--- config.mk ---
export PLATFORM = sky130hd
export DESIGN_NAME = csft_top
export DESIGN_NICKNAME = d
export VERILOG_FILES = /design/src/rtl/csft_top.v
export VERILOG_INCLUDE_DIRS = /design/src /design/src/common
export SDC_FILE = /design/constraint.sdc
export NUM_CORES = 2
export LEC_CHECK = 0
export CAP_MARGIN = 15
export CELL_PAD_IN_SITES_DETAIL_PLACEMENT = 1
export CELL_PAD_IN_SITES_GLOBAL_PLACEMENT = 2
export CORE_MARGIN = 2
export CORE_UTILIZATION = 45
export DETAILED_ROUTE_END_ITERATION = 8
export DONT_BUFFER_PORTS = 1
export HOLD_SLACK_MARGIN = 0.1
export PLACE_DENSITY_LB_ADDON = 0.1
export SLEW_MARGIN = 30
export SYNTH_ARGS = -nofsm -noshare
export SYNTH_HDL_FRONTEND = slang
export SYNTH_SLANG_ARGS = --single-unit
--- constraint.sdc ---
create_clock -name ref_clk_i -period 65.8 [get_ports ref_clk_i]
set_input_delay 19.74 -clock ref_clk_i [delete_from_list [all_inputs] [get_ports ref_clk_i]]
set_output_delay 19.74 -clock ref_clk_i [all_outputs]
set_load 0.05 [all_outputs]
--- src/common/csft_defines.vh ---
// constants for the counter status, input filter and interval timer block
// assumes a 50 MHz reference clock and a 32-bit classic wishbone slave port
`ifndef CSFT_DEFINES_VH
`define CSFT_DEFINES_VH

// clock and time base
`define CSFT_CLK_NS        20
`define CSFT_FLT_STEP_NS   100
`define CSFT_FLT_STEP_CYC  (`CSFT_FLT_STEP_NS / `CSFT_CLK_NS)
`define CSFT_MS_NS         1000000
`define CSFT_MS_CYC        (`CSFT_MS_NS / `CSFT_CLK_NS)

// widths
`define CSFT_NCH           4
`define CSFT_FLT_W         15
`define CSFT_FCNT_W        18
`define CSFT_TMR_W         13
`define CSFT_MS_W          16

// register byte offsets
`define CSFT_REG_FILT_BASE 8'h00
`define CSFT_REG_STAT_BASE 8'h10
`define CSFT_REG_EV_STS    8'h20
`define CSFT_REG_EV_CLR    8'h24
`define CSFT_REG_EV_EN     8'h28
`define CSFT_REG_TMR_IVL   8'h2C
`define CSFT_REG_TMR_STS   8'h30
`define CSFT_REG_TMR_CLR   8'h34
`define CSFT_REG_TMR_EN    8'h38
`define CSFT_GRP_MASK      8'hF0

// per-channel status word fields
`define CSFT_ST_A          0
`define CSFT_ST_B          1
`define CSFT_ST_Z          2
`define CSFT_ST_DIR        3
`define CSFT_ST_CTL        4
`define CSFT_ST_EV_LSB     8

// event bit positions inside one channel byte of the event registers
`define CSFT_EV_ABN        0
`define CSFT_EV_FLT        1
`define CSFT_EV_CARRY      2
`define CSFT_EV_BORROW     3
`define CSFT_EV_M0         4
`define CSFT_EV_M1         5
`define CSFT_EV_MUP        6
`define CSFT_EV_MDN        7

// reset values
`define CSFT_FLT_RST       15'h0000
`define CSFT_TMR_RST       13'h0000
`define CSFT_EV_RST        32'h0000_0000

`endif

--- src/rtl/csft_top.v ---
// counter status, input noise filter and interval timer for four counter channels
// assumes inputs synchronous to ref_clk_i, a counter core that supplies carry,
// borrow and match pulses plus direction, and a classic wishbone master
//
// What this block does
// [RULE1] status shows phase a, b, z and direction
// [RULE2] status shows control input level
// [RULE3] simultaneous a/b change latches abnormal error
// [RULE4] too-short a/b pulse latches filter error
// [RULE5] wrap up from all-ones sets carry
// [RULE6] wrap down from zero sets borrow
// [RULE7] four readable count-match flags per channel
// [RULE8] all pulse and control inputs filtered
// [RULE9] new level passes after full filter time
// [RULE10] filter time off or 0.1us to 1.6384ms
// [RULE11] enabled filter delays by at least time
// [RULE12] filter disabled after reset, no delay
// [RULE13] changes shorter than filter time ignored
// [RULE14] periodic timer interrupt, 1 to 6553 ms
// [RULE15] error sampling at half filter time period
// [RULE16] unfiltered: a and b change same cycle
// [RULE17] errors raise interrupt and one-shot trigger
// [RULE18] flags sticky, cleared one by one
// [RULE19] channels fully independent of each other
`timescale 1ns/1ps
`include "csft_defines.vh"

// one input conditioner: debounce plus short-pulse detection
module csft_filt (
  input  wire                    ref_clk_i,
  input  wire                    rst_i,
  input  wire                    ce_i,
  input  wire                    raw_i,
  input  wire                    en_i,
  input  wire                    tick_i,
  input  wire [`CSFT_FCNT_W-1:0] lim_i,
  output wire                    lvl_o,
  output wire                    chg_o,
  output wire                    err_o
);
  reg                    lvl_ff;   // level handed to the counter logic
  reg [`CSFT_FCNT_W-1:0] cnt_ff;   // cycles the raw input has differed
  reg                    smp1_ff;  // last sample at source-clock tick
  reg                    smp2_ff;  // sample before that
  reg                    err_ff;   // registered error pulse
  reg                    nxt_lvl;
  reg [`CSFT_FCNT_W-1:0] nxt_cnt;
  wire                   nxt_err;

  // next level and stability counter
  always @* begin
    nxt_lvl = lvl_ff;
    nxt_cnt = {`CSFT_FCNT_W{1'b0}};
    if (!en_i) begin
      // [RULE12] bypass path
      nxt_lvl = raw_i;
    end else if (raw_i != lvl_ff) begin
      // [RULE9] [RULE11] [RULE13] hold full time
      if (cnt_ff + 1'b1 >= lim_i) begin
        nxt_lvl = raw_i;
      end else begin
        nxt_cnt = cnt_ff + 1'b1;
      end
    end
  end

  // [RULE15] level seen only once
  assign nxt_err = en_i & tick_i & (raw_i != smp1_ff) & (smp1_ff != smp2_ff);

  // state update, frozen while ce_i is low
  always @(posedge ref_clk_i or posedge rst_i) begin
    if (rst_i) begin
      lvl_ff  <= 1'b0;
      cnt_ff  <= {`CSFT_FCNT_W{1'b0}};
      smp1_ff <= 1'b0;
      smp2_ff <= 1'b0;
      err_ff  <= 1'b0;
    end else if (ce_i) begin
      lvl_ff <= nxt_lvl;
      cnt_ff <= nxt_cnt;
      err_ff <= nxt_err;
      if (tick_i) begin
        smp1_ff <= raw_i;
        smp2_ff <= smp1_ff;
      end
    end
  end

  assign lvl_o = lvl_ff;
  // change is seen one cycle ahead so abnormal detection lines up with the level
  assign chg_o = nxt_lvl ^ lvl_ff;
  assign err_o = err_ff;
endmodule

module csft_top #(
  parameter MS_CYC = `CSFT_MS_CYC  // cycles per millisecond, shorten in simulation
) (
  input  wire                  ref_clk_i,
  input  wire                  rst_i,
  input  wire                  ce_i,
  input  wire                  wb_cyc_i,
  input  wire                  wb_stb_i,
  input  wire                  wb_we_i,
  input  wire [7:0]            wb_adr_i,
  input  wire [3:0]            wb_sel_i,
  input  wire [31:0]           wb_dat_i,
  output reg  [31:0]           wb_dat_o,
  output reg                   wb_ack_o,
  input  wire [`CSFT_NCH-1:0]  pha_i,
  input  wire [`CSFT_NCH-1:0]  phb_i,
  input  wire [`CSFT_NCH-1:0]  phz_i,
  input  wire [`CSFT_NCH-1:0]  ctl_i,
  input  wire [`CSFT_NCH-1:0]  dir_i,
  input  wire [`CSFT_NCH-1:0]  carry_i,
  input  wire [`CSFT_NCH-1:0]  borrow_i,
  input  wire [`CSFT_NCH-1:0]  match0_i,
  input  wire [`CSFT_NCH-1:0]  match1_i,
  input  wire [`CSFT_NCH-1:0]  match_up_i,
  input  wire [`CSFT_NCH-1:0]  match_dn_i,
  output wire [`CSFT_NCH-1:0]  pha_f_o,
  output wire [`CSFT_NCH-1:0]  phb_f_o,
  output wire [`CSFT_NCH-1:0]  phz_f_o,
  output wire [`CSFT_NCH-1:0]  ctl_f_o,
  output reg  [`CSFT_NCH-1:0]  err_shot_o,
  output reg                   irq_o
);
  localparam [31:0]           MS_LAST_W = MS_CYC - 1;                  // full-width last count
  localparam [`CSFT_MS_W-1:0] MS_LAST   = MS_LAST_W[`CSFT_MS_W-1:0];  // last prescaler count

  reg  [`CSFT_FLT_W-1:0] flt_ff [0:`CSFT_NCH-1];  // filter time in 0.1us steps, 0 = off
  reg  [31:0]            ev_sts_ff;               // sticky event flags, 8 per channel
  reg  [31:0]            ev_en_ff;                // event interrupt enables
  reg  [`CSFT_TMR_W-1:0] tmr_ivl_ff;              // timer interval in ms, 0 = stopped
  reg  [`CSFT_MS_W-1:0]  ms_cnt_ff;               // millisecond prescaler
  reg  [`CSFT_TMR_W-1:0] ivl_cnt_ff;              // elapsed ms in interval
  reg                    tmr_sts_ff;              // sticky timer flag
  reg                    tmr_en_ff;               // timer interrupt enable
  wire [31:0]            ev_w;                    // one-cycle event pulses
  wire [31:0]            bmask;                   // byte-lane write mask
  wire                   req;                     // new bus request this cycle
  wire                   wr;                      // write strobe
  wire [7:0]             adr;                     // word-aligned address
  wire [1:0]             cidx;                    // channel index from address
  wire                   ms_tick;                 // one pulse per millisecond
  wire                   tmr_fire;                // interval elapsed
  reg  [31:0]            nxt_rdat;
  reg  [`CSFT_NCH-1:0]   nxt_shot;
  integer                i;
  integer                j;                       // loop index of the shot logic only

  assign req   = wb_cyc_i & wb_stb_i & ~wb_ack_o;
  assign wr    = req & wb_we_i;
  assign adr   = {wb_adr_i[7:2], 2'b00};
  assign cidx  = wb_adr_i[3:2];
  assign bmask = {{8{wb_sel_i[3]}}, {8{wb_sel_i[2]}}, {8{wb_sel_i[1]}}, {8{wb_sel_i[0]}}};

  // per-channel filters, tick generator and abnormal detection
  genvar ch;
  generate
    for (ch = 0; ch < `CSFT_NCH; ch = ch + 1) begin : g_ch
      wire                    en;
      wire [31:0]             lim_x;      // full-width product before the cut
      wire [`CSFT_FCNT_W-1:0] lim;
      wire [`CSFT_FCNT_W-1:0] half;
      wire                    tick;
      wire                    a_chg;
      wire                    b_chg;
      wire                    a_err;
      wire                    b_err;
      wire                    abn;
      reg  [`CSFT_FCNT_W-1:0] tk_ff;      // source-clock divider
      reg                     a_seen_ff;  // a changed in this source period
      reg                     b_seen_ff;  // b changed in this source period

      // [RULE10] [RULE19] own time per channel
      assign en   = (flt_ff[ch] != `CSFT_FLT_RST);
      assign lim_x = {{(`CSFT_FCNT_W-`CSFT_FLT_W){1'b0}}, flt_ff[ch]} * `CSFT_FLT_STEP_CYC;
      assign lim  = lim_x[`CSFT_FCNT_W-1:0];
      // [RULE15] source period is half the time, rounded up
      assign half = (lim + 1'b1) >> 1;
      assign tick = ~en | (tk_ff + 1'b1 >= half);

      // source-clock divider
      always @(posedge ref_clk_i or posedge rst_i) begin
        if (rst_i) begin
          tk_ff <= {`CSFT_FCNT_W{1'b0}};
        end else if (ce_i) begin
          tk_ff <= tick ? {`CSFT_FCNT_W{1'b0}} : tk_ff + 1'b1;
        end
      end

      // [RULE8] every phase and control input through a filter
      csft_filt u_a (
        .ref_clk_i (ref_clk_i), .rst_i (rst_i), .ce_i (ce_i), .raw_i (pha_i[ch]),
        .en_i (en), .tick_i (tick), .lim_i (lim),
        .lvl_o (pha_f_o[ch]), .chg_o (a_chg), .err_o (a_err)
      );
      csft_filt u_b (
        .ref_clk_i (ref_clk_i), .rst_i (rst_i), .ce_i (ce_i), .raw_i (phb_i[ch]),
        .en_i (en), .tick_i (tick), .lim_i (lim),
        .lvl_o (phb_f_o[ch]), .chg_o (b_chg), .err_o (b_err)
      );
      csft_filt u_z (
        .ref_clk_i (ref_clk_i), .rst_i (rst_i), .ce_i (ce_i), .raw_i (phz_i[ch]),
        .en_i (en), .tick_i (tick), .lim_i (lim),
        .lvl_o (phz_f_o[ch]), .chg_o (), .err_o ()
      );
      csft_filt u_c (
        .ref_clk_i (ref_clk_i), .rst_i (rst_i), .ce_i (ce_i), .raw_i (ctl_i[ch]),
        .en_i (en), .tick_i (tick), .lim_i (lim),
        .lvl_o (ctl_f_o[ch]), .chg_o (), .err_o ()
      );

      // [RULE3] [RULE16] both phases in one period
      assign abn = en ? ((a_chg | a_seen_ff) & (b_chg | b_seen_ff)) : (a_chg & b_chg);

      // change memory, emptied at each source tick or on a hit
      always @(posedge ref_clk_i or posedge rst_i) begin
        if (rst_i) begin
          a_seen_ff <= 1'b0;
          b_seen_ff <= 1'b0;
        end else if (ce_i) begin
          a_seen_ff <= (tick | abn) ? 1'b0 : (a_seen_ff | a_chg);
          b_seen_ff <= (tick | abn) ? 1'b0 : (b_seen_ff | b_chg);
        end
      end

      // [RULE4] [RULE5] [RULE6] [RULE7] event byte
      assign ev_w[ch*8 +: 8] = {match_dn_i[ch], match_up_i[ch], match1_i[ch], match0_i[ch],
                                borrow_i[ch], carry_i[ch], a_err | b_err, abn};
    end
  endgenerate

  // millisecond prescaler and interval counter
  assign ms_tick  = (tmr_ivl_ff != `CSFT_TMR_RST) && (ms_cnt_ff == MS_LAST);
  assign tmr_fire = ms_tick && (ivl_cnt_ff + 1'b1 >= tmr_ivl_ff);

  // [RULE14] periodic timer
  always @(posedge ref_clk_i or posedge rst_i) begin
    if (rst_i) begin
      ms_cnt_ff  <= {`CSFT_MS_W{1'b0}};
      ivl_cnt_ff <= {`CSFT_TMR_W{1'b0}};
    end else if (ce_i) begin
      if (tmr_ivl_ff == `CSFT_TMR_RST) begin
        // stopped timer restarts a full interval when programmed
        ms_cnt_ff  <= {`CSFT_MS_W{1'b0}};
        ivl_cnt_ff <= {`CSFT_TMR_W{1'b0}};
      end else if (ms_tick) begin
        ms_cnt_ff  <= {`CSFT_MS_W{1'b0}};
        ivl_cnt_ff <= tmr_fire ? {`CSFT_TMR_W{1'b0}} : ivl_cnt_ff + 1'b1;
      end else begin
        ms_cnt_ff <= ms_cnt_ff + 1'b1;
      end
    end
  end

  // read data mux, unmapped words read as zero
  always @* begin
    nxt_rdat = 32'h0000_0000;
    if ((adr & `CSFT_GRP_MASK) == `CSFT_REG_FILT_BASE) begin
      nxt_rdat[`CSFT_FLT_W-1:0] = flt_ff[cidx];
    end else if ((adr & `CSFT_GRP_MASK) == `CSFT_REG_STAT_BASE) begin
      // [RULE1] [RULE2] live levels and direction
      nxt_rdat[`CSFT_ST_A]   = pha_f_o[cidx];
      nxt_rdat[`CSFT_ST_B]   = phb_f_o[cidx];
      nxt_rdat[`CSFT_ST_Z]   = phz_f_o[cidx];
      nxt_rdat[`CSFT_ST_DIR] = dir_i[cidx];
      nxt_rdat[`CSFT_ST_CTL] = ctl_f_o[cidx];
      // [RULE7] latched flags of this channel
      nxt_rdat[`CSFT_ST_EV_LSB +: 8] = ev_sts_ff[cidx*8 +: 8];
    end else begin
      case (adr)
        `CSFT_REG_EV_STS: begin
          nxt_rdat = ev_sts_ff;
        end
        `CSFT_REG_EV_EN: begin
          nxt_rdat = ev_en_ff;
        end
        `CSFT_REG_TMR_IVL: begin
          nxt_rdat[`CSFT_TMR_W-1:0] = tmr_ivl_ff;
        end
        `CSFT_REG_TMR_STS: begin
          nxt_rdat[0] = tmr_sts_ff;
        end
        `CSFT_REG_TMR_EN: begin
          nxt_rdat[0] = tmr_en_ff;
        end
        default: begin
          // clear registers are write-only
          nxt_rdat = 32'h0000_0000;
        end
      endcase
    end
  end

  // [RULE17] error one-shot per channel
  always @* begin
    for (j = 0; j < `CSFT_NCH; j = j + 1) begin
      nxt_shot[j] = ev_w[j*8 + `CSFT_EV_ABN] | ev_w[j*8 + `CSFT_EV_FLT];
    end
  end

  // bus slave: ack one cycle after the request, dropped the next cycle
  always @(posedge ref_clk_i or posedge rst_i) begin
    if (rst_i) begin
      wb_ack_o <= 1'b0;
      wb_dat_o <= 32'h0000_0000;
    end else if (ce_i) begin
      wb_ack_o <= req;
      if (req) begin
        wb_dat_o <= nxt_rdat;
      end
    end
  end

  // software-written configuration
  always @(posedge ref_clk_i or posedge rst_i) begin
    if (rst_i) begin
      // [RULE12] filters start disabled
      for (i = 0; i < `CSFT_NCH; i = i + 1) begin
        flt_ff[i] <= `CSFT_FLT_RST;
      end
      ev_en_ff   <= `CSFT_EV_RST;
      tmr_ivl_ff <= `CSFT_TMR_RST;
      tmr_en_ff  <= 1'b0;
    end else if (ce_i && wr) begin
      if ((adr & `CSFT_GRP_MASK) == `CSFT_REG_FILT_BASE) begin
        // [RULE19] only the addressed channel changes
        flt_ff[cidx] <= (flt_ff[cidx] & ~bmask[`CSFT_FLT_W-1:0]) |
                        (wb_dat_i[`CSFT_FLT_W-1:0] & bmask[`CSFT_FLT_W-1:0]);
      end else if (adr == `CSFT_REG_EV_EN) begin
        ev_en_ff <= (ev_en_ff & ~bmask) | (wb_dat_i & bmask);
      end else if (adr == `CSFT_REG_TMR_IVL) begin
        tmr_ivl_ff <= (tmr_ivl_ff & ~bmask[`CSFT_TMR_W-1:0]) |
                      (wb_dat_i[`CSFT_TMR_W-1:0] & bmask[`CSFT_TMR_W-1:0]);
      end else if (adr == `CSFT_REG_TMR_EN && wb_sel_i[0]) begin
        tmr_en_ff <= wb_dat_i[0];
      end
    end
  end

  // sticky flags; a new event wins over a clear in the same cycle
  always @(posedge ref_clk_i or posedge rst_i) begin
    if (rst_i) begin
      ev_sts_ff  <= `CSFT_EV_RST;
      tmr_sts_ff <= 1'b0;
      err_shot_o <= {`CSFT_NCH{1'b0}};
      irq_o      <= 1'b0;
    end else if (ce_i) begin
      // [RULE18] per-bit clear by writing ones
      if (wr && adr == `CSFT_REG_EV_CLR) begin
        ev_sts_ff <= (ev_sts_ff & ~(wb_dat_i & bmask)) | ev_w;
      end else begin
        ev_sts_ff <= ev_sts_ff | ev_w;
      end
      if (wr && adr == `CSFT_REG_TMR_CLR && wb_sel_i[0] && wb_dat_i[0]) begin
        tmr_sts_ff <= tmr_fire;
      end else begin
        tmr_sts_ff <= tmr_sts_ff | tmr_fire;
      end
      err_shot_o <= nxt_shot;
      // [RULE17] level interrupt from enabled flags
      irq_o <= (|(ev_sts_ff & ev_en_ff)) | (tmr_sts_ff & tmr_en_ff);
    end
  end
endmodule

; After elaboration in Yosys (flattened, before gate mapping)
; Index checks and enable logic that the tools add are counted.
[totals]
ff_bits = 614
input_bits = 94
out_inout_bits = 54
wordCells = 467
[op_classes]
addsub = 26
n_mul = 4
magnitude_cmp = 24
n_eq_ne = 57
shifts = 1
muxes = 144
n_bitwise = 92
reduce_logical = 36
[ops]
columns = op, n
row1 = $mux W18, 52
row2 = $add A18 B1 Y18 const B, 24
row3 = $ge A18 B18 Y1, 16
row4 = $and A32 B32 Y32, 4
row5 = $or A32 B32 Y32, 3
row6 = $ge A18 B17 Y1, 4
row7 = $mul A15 B3 Y18 const B, 4
row8 = $mux W1, 66
row9 = $not A32 Y32, 2
row10 = $bwmux W60, 1
row11 = $mux W15, 4
row12 = $reduce_bool A15 Y1, 4
row13 = $mux W16, 3
row14 = $eq A6 B4 Y1 const B, 7
row15 = $mux W13, 3
row16 = $pmux W19 S2, 1
row17 = $pmux W12 S3, 1
row18 = $and A1 B1 Y1, 32
row19 = $mux W32, 1
row20 = $ne A1 B1 Y1, 32
row21 = $ne A2 B1 Y1 const B, 16
row22 = $reduce_or A32 Y1, 1
row23 = $shiftx A32 B6 Y8, 1
row24 = $and A15 B15 Y15, 2
row25 = other kinds (34), 100

; Depth between registers and ports, before layout
[depth]
word_depth = 11
mapped_depth = 24
ltp_nobuf = 22

; Modules after synthesis
; A second synthesis with hierarchy kept.
[unflattened]
hier_cells = 5050
area_unflattened_um2 = 47926.0
[by_module_without_submodules]
columns = mod, n_inst, cells_per_inst, area_each_um2, seq_area_each_um2
row1 = csft_filt, 16, 180, 1717.9, 550.5
row2 = csft_top, 1, 2170, 20439.6, 7156.9

; Worst setup path after synthesis
; Ideal clock, no wire load.
[synth_timing]
kind = input-to-reg
start = in wb_adr_i[2]
end = reg wb_dat_o[1]
setup_ps = 121
arrival_time_ps = 21564
required_time_ps = 65679
slack_ps = 44115
stages = 6
path_buffers = 2
cell_sequence = clkbuf_1 -> buf_1 -> mux4_2 -> mux2i_1 -> o22ai_1 -> a22o_1
[synth_via]
elab_chain_len = 5
word_cells_on_any_way = 12
classes_between = eq/ne: 3 / mux: 8 / bitwise: 1
[synth_rtl]
columns = element, line
row1 = start: declaration, csft_top.v:104  ; input wire [7:0] wb_adr_i,
row2 = "parallel branches: the longest is 4 deep, another holds $pmux W12 S3", --
row3 = $mux W15 *, csft_top.v:260  ; if ((adr & `CSFT_GRP_MASK) == `CSFT_REG_FILT_BASE) begin
row4 = end signal: assignment, csft_top.v:311  ; wb_dat_o <= nxt_rdat;
row5 = end: declaration, csft_top.v:107  ; output reg [31:0] wb_dat_o,
; Every way passes the cells marked *. The select of a mux whose other input is x is not followed.
; A chain may end at the register's enable or synchronous reset.

==> flow_metrics.tcl <==
set metrics [dict create \
    outcome "finished clean" \
    syn_nets 5363 \
    dieHeight_um 318.6 \
    numCtsBuffers 79 \
    critPathSlowestCell "nor2_1" \
    cpPeakStageDelay_ns 0.55 \
    first_pass_iters 5 \
    max_slew_margin_pct 28.20 \
    dieArea_sq_um 101500 \
    antenna_found_initial 2 \
    r2r-end "g_ch[0].u_a.smp2_ff" \
    num_vias 36760 \
    ys_ff_latch 614 \
    min_path_type "reg -> reg" \
    postRouteAntennaNets 0 \
    placed_cells 5956 \
    reg2reg_slack_ns 58.95 \
    drc_errors 0 \
    dr.first_iter.drc_count 2091 \
    clkTransAtPathRegs_ns 0.06 \
    drv_slew 0 \
    wl_per_cell_um 22.83 \
    grt_pass1_wl_mm 223.9 \
    grt-ovfl-total 0 \
    rr_worst_depth 20 \
    critPathMaxFanout 180 \
    root_buffer "clkbuf_16" \
    synth.distinct_cells 100 \
    synth-edff-count 0 \
    crit_start "ce_i" \
    drive_gt1_share_pct 7.023 \
    post-route-min-period_ns 23.09 \
    synth_top_cell_area_share_pct 34.51 \
    stdcell_count 6100 \
    viasPerCell 6.026 \
    yosysTopAreaCell "dfrtp_1" \
    cts_tree "built" \
    path_class "in -> reg" \
    antenna_cells 0 \
    ir_drop_v 0.00001757 \
    crit_arrival_ns 23.66 \
    synth_area_leaders "dfrtp_1, ha_1, xnor2_1, nand2_1, o21ai_0" \
    portBuffers 0 \
    cp_cell_sequence "buf_16 > buf_16 > inv_8 > buf_4 > nor2_1 > nand2_1 > a211oi_2 > buf_4 > o21ai_0 > a31oi_1" \
    cp-end-kind "flip-flop" \
    clock_sinks 614 \
    core_area_sq_um 98280 \
    cts-htree-levels 3 \
    seq_area_frac_synth_pct 34.51 \
    finalWeightedCongestion 0.8353 \
    maxCapViolCount 0 \
    io_pins 148 \
    num_rows 115 \
    critPathCapture "g_ch[1].u_a.cnt_ff[5]" \
    cts_resized 0 \
    synthFlopType "dfrtp_1" \
    worst_pin_slew_ns 1.077 \
    synthTopCellsByCount "dfrtp_1, nand2_1, ha_1, xnor2_1, o21ai_0" \
    cp.required_ns 66.36 \
    leakage_nw 22.06 \
    power_per_cell_area_nw_per_um2 20.08 \
    grt_max_degree 374 \
    start_util_pct 45.31 \
    clk_latency_ns 0.68 \
    skew_ns 0.02310 \
    area_growth_syn_to_layout_pct 9.265 \
    clockBufferDepth 3 \
    rsz0062_at_grt "false" \
    dp.final_hpwl_mm 100.1 \
    cts_hold_buf 0 \
    first_global_vias 38474 \
    synth-async-reset-ratio_pct 100.0 \
    yosysWarnings 0 \
    grt.total_usage_pct 27.59 \
    setup_viol 0 \
    timing.fmax_mhz 43.31 \
    fin_nets 5305 \
    rr_startpoint "flt_ff[46]" \
    report.final.hold_viol_count 0 \
    routed_wl_mm 139.3 \
    fin_setup_tns_ns 0 \
    syn_inst 4810 \
    finalCritPeriodShare_pct 35.09 \
    avgSynthCellArea_sq_um 9.257 \
    die_w_um 318.6 \
    synth_most_common_cell "dfrtp_1" \
    start_kind "input pin" \
    synth_area_sq_um 44530 \
    cts_setup_buffers 0 \
]
## placed cells by master, fill, tap and decap left out, types with 17 or more instances in the layout
cell type / instances
nor4_1: 22
nand3_1: 252
or3_1: 23
o21ai_0: 307
nand2b_1: 99
and2_1: 19
nor3_1: 82
o21a_1: 27
o21ai_1: 35
a221oi_1: 20
a22oi_1: 28
mux4_2: 26
clkbuf_16: 79
mux2i_1: 43
and4_1: 17
dfrtp_1: 614
clkbuf_8: 21
a21oi_1: 159
nor2_1: 210
inv_1: 187
o2bb2ai_1: 133
a21o_1: 127
and3_1: 118
a211o_1: 17
a31oi_1: 32
o31ai_1: 23
nand2_1: 507
mux2_2: 74
a211oi_1: 24
xor2_1: 138
ha_1: 455
buf_4: 48
clkbuf_1: 17
nor2b_1: 40
a22o_1: 110
xnor2_1: 316
nand4_1: 69
o22ai_1: 23
## power breakdown
group	leakage, nW	switching [W]	internal (W)	total (W)
combinational	12.4	0.0000627	0.0000370	0.0000997
clock	1.35	0.000187	0.000279	0.000465
sequential	8.26	0.0000242	0.000387	0.000412
## per-layer routing
layer	global-route usage [%]	up-vias	wire length, um
met3	3.561	171	5510
met1	38.29	18570	65690
met5	0	-	0
met2	45.69	569	64940
met4	6.509	0	3154
li1	-	17450	-
## how the worst min path moves through the flow
stage | startpoint | to | slack (ns) | depth (start not counted)
2_1_floorplan | g_ch[0].u_a.err_o | g_ch[0].u_a.err_o | 0.45 | 1
3_3_place_gp | g_ch[0].u_a.err_o | g_ch[0].u_a.err_o | 0.46 | 1
3_5_place_dp | g_ch[0].u_a.err_o | g_ch[0].u_a.err_o | 0.47 | 1
4_1_cts | g_ch[0].u_a.err_o | g_ch[0].u_a.err_o | 0.49 | 1
5_1_grt | g_ch[0].u_b.err_o | g_ch[0].u_b.err_o | 0.51 | 1
6_report | g_ch[0].u_a.err_o | g_ch[0].u_a.err_o | 0.48 | 1
## worst max-delay path: cells and delay by family
kind | cells | cell delay (ns)
buf+inv | 5 | 2.09
compound gates | 3 | 0.56
simple gates | 2 | 0.74
## sequential cells by signal, summed over array words and instances (netlist names), 13 cells and up, named ones only
register and flops:
g_ch.tk_ff 72, ev_sts_ff 32, g_ch.u_b.cnt_ff 72, g_ch.u_a.cnt_ff 72
g_ch.u_c.cnt_ff 72, ivl_cnt_ff 13, wb_dat_o 32, flt_ff 60
ms_cnt_ff 16, g_ch.u_z.cnt_ff 72
## metrics by stage
stage / hold WS, ns / total power [W] / setup slack, ns / util (%) / area (sq um)
2_1_floorplan: 0.4495 / 0.0004850 / 28.87 / - / 44530
3_3_place_gp: 0.4644 / 0.0005116 / 42.97 / 46.56 / 45760
6_report: 0.4843 / 0.0009768 / 42.71 / 49.50 / 48650
4_1_cts: 0.4852 / 0.0009861 / 43.67 / 49.43 / 48570
3_5_place_dp: 0.4720 / 0.0005145 / 42.95 / 46.61 / 45810
5_1_grt: 0.5085 / 0.001013 / 42.49 / 49.50 / 48650
## kinds of logic after synthesis
group,count (synthesis),share of synthesized area [%]
compound gates,1203,18.63
mux,144,4.179
xor+xnor,458,9.043
flops,614,34.51
fa+ha+maj,475,13.33
simple gates,1534,16.88
buf+inv,382,3.434
## final cells by class
class | instances | area [sq um]
fill | 11218 | 49630
multi-input combinational | 3814 | 27710
sequential | 614 | 15360
clock buffer | 117 | 2330
tap | 1287 | 1610
inverter | 189 | 724.4
timing repair buffer | 54 | 478.0
clock inverter | 25 | 435.4
(Power assumes the default switching activity.)
